$ cat src/common/fpt_params.svh
`ifndef FPT_PARAMS_SVH
`define FPT_PARAMS_SVH

// register offsets (word addresses on the plain port)
`define FPT_OFS_CFG 4'h0
`define FPT_OFS_TALLY 4'h4

// configuration field positions
`define FPT_CFG_DUTY_LSB 0
`define FPT_CFG_RATE_LSB 8
`define FPT_CFG_INVERT_BIT 11
`define FPT_CFG_DRAIN_BIT 12
`define FPT_CFG_GATE_BIT 13
`define FPT_CFG_MODE_BIT 14
`define FPT_CFG_RESET 32'h0000_0000

// timing
`define FPT_CLK_HZ 40000000
`define FPT_GATE_DELAY_NS 10000
`define FPT_CLK_PERIOD_NS 25
`define FPT_GATE_DELAY_CYC ((`FPT_GATE_DELAY_NS + `FPT_CLK_PERIOD_NS - 1) / `FPT_CLK_PERIOD_NS)
`define FPT_SECOND_CYC `FPT_CLK_HZ

// pwm rates in hz, one per select code
`define FPT_RATE_0 10
`define FPT_RATE_1 20
`define FPT_RATE_2 40
`define FPT_RATE_3 60
`define FPT_RATE_4 80
`define FPT_RATE_5 100
`define FPT_RATE_6 120
`define FPT_RATE_7 25000

`endif

$ cat src/common/fpt_pkg.sv
package fpt_pkg;
	typedef logic [2:0] fpt_rate_t;
	typedef logic [7:0] fpt_duty_t;
	typedef logic [15:0] fpt_tally_t;
	typedef enum logic [2:0] {
		FPT_GATE_SHUT = 3'b001,
		FPT_GATE_WAIT = 3'b010,
		FPT_GATE_OPEN = 3'b100
	} fpt_gate_e;
endpackage

$ cat src/rtl/fpt_pwm_gen.sv
`timescale 1ns/10ps
`include "fpt_params.svh"

// pwm waveform: 256 slots per period, high while slot < duty, or in every slot at duty 0xFF
module fpt_pwm_gen #(
	parameter int CLK_HZ = `FPT_CLK_HZ
) (
	input wire logic sys_clk,
	input wire logic sys_rst,
	input wire fpt_pkg::fpt_rate_t rate_sel,
	input wire fpt_pkg::fpt_duty_t duty,
	output logic pwm_high
);
	import fpt_pkg::*;

	// clock cycles per slot for a given rate code
	function automatic logic [31:0] slot_len(input fpt_rate_t r);
		int hz;
		case (r)
			3'h0: hz = `FPT_RATE_0;
			3'h1: hz = `FPT_RATE_1;
			3'h2: hz = `FPT_RATE_2;
			3'h3: hz = `FPT_RATE_3;
			3'h4: hz = `FPT_RATE_4;
			3'h5: hz = `FPT_RATE_5;
			3'h6: hz = `FPT_RATE_6;
			default: hz = `FPT_RATE_7;
		endcase
		slot_len = 32'(CLK_HZ / (hz * 256));
	endfunction

	logic [31:0] pre_q;
	logic [7:0] slot_q;

	// prescaler and slot counter; rate change applies to the slot already in progress
	always_ff @(posedge sys_clk) begin
		if (sys_rst) begin
			pre_q <= 32'h0000_0000;
			slot_q <= 8'h00;
		end else if (pre_q + 32'h0000_0001 >= slot_len(rate_sel)) begin
			pre_q <= 32'h0000_0000;
			slot_q <= slot_q + 8'h01;
		end else begin
			pre_q <= pre_q + 32'h0000_0001;
		end
	end

	// duty 0xFF means full on, so 0..100% are both reachable
	always_ff @(posedge sys_clk) begin
		if (sys_rst) begin
			pwm_high <= 1'b0;
		end else begin
			pwm_high <= (duty == 8'hFF) || (slot_q < duty);
		end
	end
endmodule

$ cat src/rtl/fpt_fan_ctrl.sv
`timescale 1ns/10ps
`include "fpt_params.svh"

// Contract
// - pwm rate selectable: 10,20,40,60,80,100,120 Hz or 25 kHz
// - pwm high time from 8-bit duty, 0% through 100%
// - invert flips pin level; 100% then gives constant low
// - drain-only drive: data held 0, enable carries waveform
// - 16-bit counter increments on each tach rising edge
// - mode 1: readable count is wrapping total since reset
// - mode 0: readable count loaded each second with last second
// - gated counting counts only during uninverted pwm high phase
// - gate opens 10 us after pwm rise, closes at once on fall
module fpt_fan_ctrl #(
	parameter int SECOND_CYC = `FPT_SECOND_CYC,
	parameter int GATE_CYC = `FPT_GATE_DELAY_CYC
) (
	input wire logic sys_clk,
	input wire logic sys_rst,
	input wire logic [3:0] reg_addr,
	input wire logic [31:0] reg_wdata,
	input wire logic reg_wr,
	input wire logic reg_rd,
	output logic [31:0] reg_rdata,
	input wire logic speed_sense_in,
	output logic pwm_out,
	output logic pwm_oe
);
	import fpt_pkg::*;

	logic [31:0] cfg_q;
	fpt_duty_t duty;
	fpt_rate_t pulse_rate_select;
	logic output_invert;
	logic drain_only_drive_on;
	logic gated_counting_on;
	logic total_mode;
	logic pwm_high;

	assign duty = cfg_q[`FPT_CFG_DUTY_LSB +: 8];
	assign pulse_rate_select = cfg_q[`FPT_CFG_RATE_LSB +: 3];
	assign output_invert = cfg_q[`FPT_CFG_INVERT_BIT];
	assign drain_only_drive_on = cfg_q[`FPT_CFG_DRAIN_BIT];
	assign gated_counting_on = cfg_q[`FPT_CFG_GATE_BIT];
	assign total_mode = cfg_q[`FPT_CFG_MODE_BIT];

	// configuration register write; unused bits stored as zero
	always_ff @(posedge sys_clk) begin
		if (sys_rst) begin
			cfg_q <= `FPT_CFG_RESET;
		end else if (reg_wr && reg_addr == `FPT_OFS_CFG) begin
			cfg_q <= reg_wdata & 32'h0000_7FFF;
		end
	end

	fpt_pwm_gen #(
		.CLK_HZ(`FPT_CLK_HZ)
	) u_pwm (
		.sys_clk(sys_clk),
		.sys_rst(sys_rst),
		.rate_sel(pulse_rate_select),
		.duty(duty),
		.pwm_high(pwm_high)
	);

	// pin drive; pin_level_q is the polarity-corrected waveform
	logic pin_level_q;
	always_ff @(posedge sys_clk) begin
		if (sys_rst) begin
			pin_level_q <= 1'b0;
		end else begin
			pin_level_q <= pwm_high ^ output_invert;
		end
	end
	// drain-only: pin data stays low, enable pulls the wire down
	assign pwm_out = drain_only_drive_on ? 1'b0 : pin_level_q;
	assign pwm_oe = drain_only_drive_on ? ~pin_level_q : 1'b1;

	// tach synchroniser; first stage read only by the second
	logic sense_meta_q;
	logic sense_sync_q;
	logic sense_prev_q;
	always_ff @(posedge sys_clk) begin
		if (sys_rst) begin
			sense_meta_q <= 1'b0;
			sense_sync_q <= 1'b0;
			sense_prev_q <= 1'b0;
		end else begin
			sense_meta_q <= speed_sense_in;
			sense_sync_q <= sense_meta_q;
			sense_prev_q <= sense_sync_q;
		end
	end

	// gate: delay after pwm rise masks tach glitches from switching
	fpt_gate_e gate_q;
	logic [31:0] gate_cnt_q;
	always_ff @(posedge sys_clk) begin
		if (sys_rst) begin
			gate_q <= FPT_GATE_SHUT;
			gate_cnt_q <= 32'h0000_0000;
		end else begin
			case (gate_q)
				FPT_GATE_SHUT: begin
					gate_cnt_q <= 32'h0000_0000;
					if (pwm_high) begin
						gate_q <= FPT_GATE_WAIT;
					end
				end
				FPT_GATE_WAIT: begin
					if (!pwm_high) begin
						gate_q <= FPT_GATE_SHUT;
					end else if (gate_cnt_q + 32'h0000_0001 >= 32'(GATE_CYC)) begin
						gate_q <= FPT_GATE_OPEN;
					end else begin
						gate_cnt_q <= gate_cnt_q + 32'h0000_0001;
					end
				end
				FPT_GATE_OPEN: begin
					if (!pwm_high) begin
						gate_q <= FPT_GATE_SHUT;
					end
				end
				default: gate_q <= FPT_GATE_SHUT;
			endcase
		end
	end

	logic tach_edge;
	// count only in the open gate when gating is on
	assign tach_edge = sense_sync_q && !sense_prev_q &&
		(!gated_counting_on || gate_q == FPT_GATE_OPEN);

	// one-second tick from the system clock
	logic [31:0] sec_cnt_q;
	logic sec_tick;
	assign sec_tick = (sec_cnt_q + 32'h0000_0001 >= 32'(SECOND_CYC));
	always_ff @(posedge sys_clk) begin
		if (sys_rst || sec_tick) begin
			sec_cnt_q <= 32'h0000_0000;
		end else begin
			sec_cnt_q <= sec_cnt_q + 32'h0000_0001;
		end
	end

	// running counters: total wraps, window restarts each second
	fpt_tally_t total_q;
	fpt_tally_t window_q;
	fpt_tally_t snap_q;
	always_ff @(posedge sys_clk) begin
		if (sys_rst) begin
			total_q <= 16'h0000;
		end else if (tach_edge) begin
			total_q <= total_q + 16'h0001;
		end
	end
	// an edge in the tick cycle belongs to the closing second
	always_ff @(posedge sys_clk) begin
		if (sys_rst) begin
			window_q <= 16'h0000;
			snap_q <= 16'h0000;
		end else if (sec_tick) begin
			window_q <= 16'h0000;
			snap_q <= window_q + (tach_edge ? 16'h0001 : 16'h0000);
		end else if (tach_edge) begin
			window_q <= window_q + 16'h0001;
		end
	end

	fpt_tally_t rotation_tally;
	assign rotation_tally = total_mode ? total_q : snap_q;

	// read data valid the cycle after the strobe; unmapped reads zero
	always_ff @(posedge sys_clk) begin
		if (sys_rst) begin
			reg_rdata <= 32'h0000_0000;
		end else if (reg_rd && reg_addr == `FPT_OFS_CFG) begin
			reg_rdata <= cfg_q;
		end else if (reg_rd && reg_addr == `FPT_OFS_TALLY) begin
			reg_rdata <= {16'h0000, rotation_tally};
		end else begin
			reg_rdata <= 32'h0000_0000;
		end
	end
endmodule

$ cat config.mk
export PLATFORM = sky130hd
export DESIGN_NAME = fpt_fan_ctrl
export DESIGN_NICKNAME = d
export VERILOG_FILES = /design/src/common/fpt_pkg.sv /design/src/rtl/fpt_pwm_gen.sv /design/src/rtl/fpt_fan_ctrl.sv
export VERILOG_INCLUDE_DIRS = /design/src /design/src/common
export SDC_FILE = /design/constraint.sdc
export NUM_CORES = 1
export LEC_CHECK = 0
export BUFFER_PORTS_ARGS = -buffer_cell sky130_fd_sc_hd__buf_4
export CELL_PAD_IN_SITES_DETAIL_PLACEMENT = 2
export CELL_PAD_IN_SITES_GLOBAL_PLACEMENT = 2
export CORE_MARGIN = 1
export CORE_UTILIZATION = 41
export DETAILED_ROUTE_END_ITERATION = 8
export PLACE_DENSITY_LB_ADDON = 0.1
export SLEW_MARGIN = 20
export SYNTH_ARGS = -nofsm -noshare
export SYNTH_HDL_FRONTEND = slang
export SYNTH_SLANG_ARGS = --single-unit
$ cat constraint.sdc
create_clock -name sys_clk -period 82.4 [get_ports sys_clk]
set_input_delay 16.48 -clock sys_clk [delete_from_list [all_inputs] [get_ports sys_clk]]
set_output_delay 16.48 -clock sys_clk [all_outputs]
set_load 0.03 [all_outputs]
==> flow_summary.rst <==
.. list-table::
   :header-rows: 1

   * - Metric
     - Value
   * - Reg-to-reg critical path startpoint
     - cfg_q[9]$_SDFFE_PP0P_
   * - Number of nets in the layout
     - ~2.6k
   * - Clock net sink count
     - roughly 190
   * - Count of standard-cell rows
     - 76
   * - Count of vias placed by the detailed router
     - around 18k
   * - Area used by multi-input combinational logic
     - 0.0139 sq mm
   * - Delay-heaviest family, CP
     - compound AO/OA/AOI/OAI gates
   * - Top cells by area, synth
     - sky130_fd_sc_hd__dfxtp_1, sky130_fd_sc_hd__ha_1, sky130_fd_sc_hd__nor2_1
   * - Worst path slowest cell
     - sky130_fd_sc_hd__dfxtp_1
   * - Number of buffers added for setup after CTS
     - 0
   * - Async set-reset flop share out of synthesis
     - 0
   * - Number of fillers in the final layout
     - 5117
   * - Data arrival time at the worst-slack endpoint
     - 48.28 ns
   * - Combined area of all synthesized cells
     - about 0.018 sq mm
   * - First-pass GRT wire length
     - approximately 100000 microns
   * - Number of antenna-violating nets in the routed design
     - 0
   * - Register area
     - about 0.0038 sq mm
   * - Flip-flop and latch count after synthesis
     - 191
   * - Layout-stage area growth over the synthesis result
     - 8.12%
   * - H-tree depth reported by CTS
     - 4
   * - Total of hold buffers inserted after clock tree synthesis
     - 0
   * - Worst clock skew on the final layout
     - 0.0123 ns
   * - CTS Buf Count
     - 17
   * - Launching instance or port of the critical path
     - cfg_q[9]$_SDFFE_PP0P_
   * - Die W
     - 213 microns
   * - CTS Root Buffer Type
     - sky130_fd_sc_hd__clkbuf_16
   * - Die area
     - 0.0454 sq mm
   * - Most used cells in the layout excluding fill and tap cells
     - sky130_fd_sc_hd__nor2_1, sky130_fd_sc_hd__dfxtp_1, sky130_fd_sc_hd__nand2_1
   * - Mean cell area of the mapped netlist
     - 7.77 sq um
   * - Port Buffer Count
     - between 40 and 50
   * - Routability congestion estimate
     - 0.849
   * - Outcome
     - finished, final reports clean
   * - Antenna cells
     - 0
   * - Number of gates given a new drive strength after cts
     - 0
   * - Buffers plus inverters on the worst setup path
     - 13
   * - Global routing usage summed across all routing layers
     - 0.271
   * - Peak per-stage delay on the critical path
     - between 0.7 and 0.8 ns
   * - Share of final-layout standard cells stronger than drive strength 1
     - 0.0842
   * - Path class of the lowest-slack min-delay path
     - flip-flop to flip-flop
   * - Cell repeated most along the worst path
     - sky130_fd_sc_hd__a21o_1
   * - Reg2Reg Setup Slack
     - 34.50 ns
   * - Initial detailed-routing violation count
     - 599
   * - HPWL after DPL
     - between 40000 and 50000 microns
   * - Overall die height
     - 213 microns
   * - Unrepaired setup endpoints after global routing
     - no
   * - Share of Yosys cell area claimed by the top area cell type
     - 0.209
   * - Number of vias per cell
     - 5.91
   * - Type of origin of the critical path
     - flip-flop
   * - Fin crit period
     - 47.90 ns
   * - TritonCTS clock tree
     - yes
   * - Setup violations, final
     - 0
   * - Measured slew at the worst slew-check pin
     - 1.11 ns
   * - Cell count after synthesis
     - 2351
   * - Most common library cell in the layout ignoring fill and taps
     - sky130_fd_sc_hd__nor2_1
   * - Worst Min Path Start
     - gate_cnt_q[30]$_SDFFE_PP0P_
   * - Normalized max-slew margin
     - 0.257
   * - Final sum of negative setup slack
     - 0 ns
   * - Total count of hold-check failures in the final report
     - 0
   * - Initial antenna violation count
     - 0
   * - CTS max path bufs
     - 2
   * - YS warnings
     - 0
   * - Max-slew violation count
     - 0
   * - IO Pins
     - 75
   * - Post-route fraction of the period consumed by the critical path
     - 0.581
   * - Post-synth EDFFs
     - 0
   * - Vias in the first global route
     - 19.0k
   * - Final routed wire length divided by cell count
     - ~21 microns
   * - Critical path class
     - flip-flop to flip-flop
   * - Peak fanout along the critical path
     - 27
   * - Max Cap Viol
     - 0
   * - Flip-flop cell with the highest count after synthesis
     - sky130_fd_sc_hd__dfxtp_1
   * - Congestion Overflow GR
     - 0
   * - Post-synth cell types
     - approximately 120
   * - Number of DRC violations after detailed routing
     - 0
   * - Initial cell density of the core
     - 0.419
   * - Area inside the core boundary
     - 0.0436 sq mm
   * - Pin count of the biggest net entering global routing
     - 67
   * - Timing-limited maximum frequency
     - 20.9 MHz
   * - CP Data Required Time
     - 82.77 ns
   * - Final wirelength
     - ~62000 microns
   * - Clock latency on the worst-skew pair
     - about 0.45 ns
   * - CTS clk-pin slew, worst paths
     - roughly 0.08 ns
   * - Sequential fraction of the synthesis area
     - 0.209
   * - Library cell with the largest summed area after synthesis
     - sky130_fd_sc_hd__dfxtp_1
   * - Count of TritonRoute iterations in the first routing pass
     - 5
   * - Element type at the critical path end
     - flip-flop
[kinds of logic after synthesis]
group,count (synthesis),synth area share
compound gates,590,0.222
buf+inv,158,0.0387
xor+xnor,205,0.0995
simple gates,947,0.260
other cells,2,0.000411
flops,191,0.209
fa+ha+maj,175,0.122
mux,83,0.0477
[stage by stage]
step | worst slack [ns] | cells | util | cell area [sq um] | hold slack [ns]
2_1_floorplan | 43.57 | 2385 | - | 18400 | 0.406
3_3_place_gp | 36.42 | 2939 | 0.440 | 19100 | 0.459
3_5_place_dp | 34.79 | 2939 | 0.440 | 19100 | 0.470
4_1_cts | 34.52 | 2971 | 0.453 | 19700 | 0.499
5_1_grt | 31.35 | 2971 | 0.453 | 19700 | 0.516
6_report | 34.50 | 2971 | 0.453 | 19700 | 0.500
[area by class of cell]
type	count	area share
inverter	64	0.0124
timing repair buffer	63	0.0239
tap	585	0.0371
clock buffer	18	0.0217
multi-input combinational	2036	0.702
sequential	191	0.194
clock inverter	14	0.00887
[flip-flops by register name, summed over array words and instances (netlist names)]
name	flops
sec_cnt_q	32
u_pwm.pwm_high	1
gate_cnt_q	32
reg_rdata	16
window_q	16
cfg_q	15
sense_meta_q	1
u_pwm.slot_q	8
u_pwm.pre_q	32
total_q	16
sense_sync_q	1
snap_q	16
sense_prev_q	1
pin_level_q	1
gate_q	3
[metal layers]
metal | share of wire | up-vias | wire [microns] | GRT usage
met5 | 0 | - | 0 | 0
met4 | 0.011 | 0 | 704 | 0.0536
met3 | 0.016 | 52 | 999 | 0.0268
met2 | 0.51 | 145 | 31400 | 0.505
met1 | 0.46 | 8875 | 28400 | 0.334
li1 | - | 8498 | - | -
[synth_stat cells, types with 9 or more instances]
cell                       number
sky130_fd_sc_hd__and2_1        13
sky130_fd_sc_hd__clkbuf_1      58
sky130_fd_sc_hd__o22ai_1       12
sky130_fd_sc_hd__xor2_1       100
sky130_fd_sc_hd__xnor2_1      103
sky130_fd_sc_hd__and4_1        10
sky130_fd_sc_hd__a211oi_1      54
sky130_fd_sc_hd__nand2b_1      42
sky130_fd_sc_hd__nor2b_1       60
sky130_fd_sc_hd__inv_1         57
sky130_fd_sc_hd__a31oi_1       28
sky130_fd_sc_hd__nand3_1       87
sky130_fd_sc_hd__buf_4         18
sky130_fd_sc_hd__nor4_1        10
sky130_fd_sc_hd__a21oi_1      126
sky130_fd_sc_hd__mux2_2        24
sky130_fd_sc_hd__or2_2         15
sky130_fd_sc_hd__ha_1         170
sky130_fd_sc_hd__nand4_1       25
sky130_fd_sc_hd__o21ai_0      110
sky130_fd_sc_hd__buf_2          9
sky130_fd_sc_hd__nand2_1      184
sky130_fd_sc_hd__or3_1         17
sky130_fd_sc_hd__nor2_1       300
sky130_fd_sc_hd__mux2i_1       56
sky130_fd_sc_hd__o21bai_1       9
sky130_fd_sc_hd__nor3_1        57
sky130_fd_sc_hd__o21a_1        24
sky130_fd_sc_hd__o211ai_1      16
sky130_fd_sc_hd__dfxtp_1      191
sky130_fd_sc_hd__nand3b_1      11
sky130_fd_sc_hd__a21o_1        74
sky130_fd_sc_hd__o21ai_1       12
sky130_fd_sc_hd__o31ai_1        9
sky130_fd_sc_hd__and3_1        67
[worst paths after layout]
kind	end	cells past startpoint
hold / removal	gate_cnt_q[30]$_SDFFE_PP0P_	1
setup / recovery	u_pwm.pre_q[24]$_SDFF_PP0_	189
setup reg to reg	u_pwm.pre_q[24]$_SDFF_PP0_	189
hold reg to reg	gate_cnt_q[30]$_SDFFE_PP0P_	1
Power is left out: the tool's default activity adds up to more than one toggle a clock period on the data nets, which glitch-free logic cannot reach.
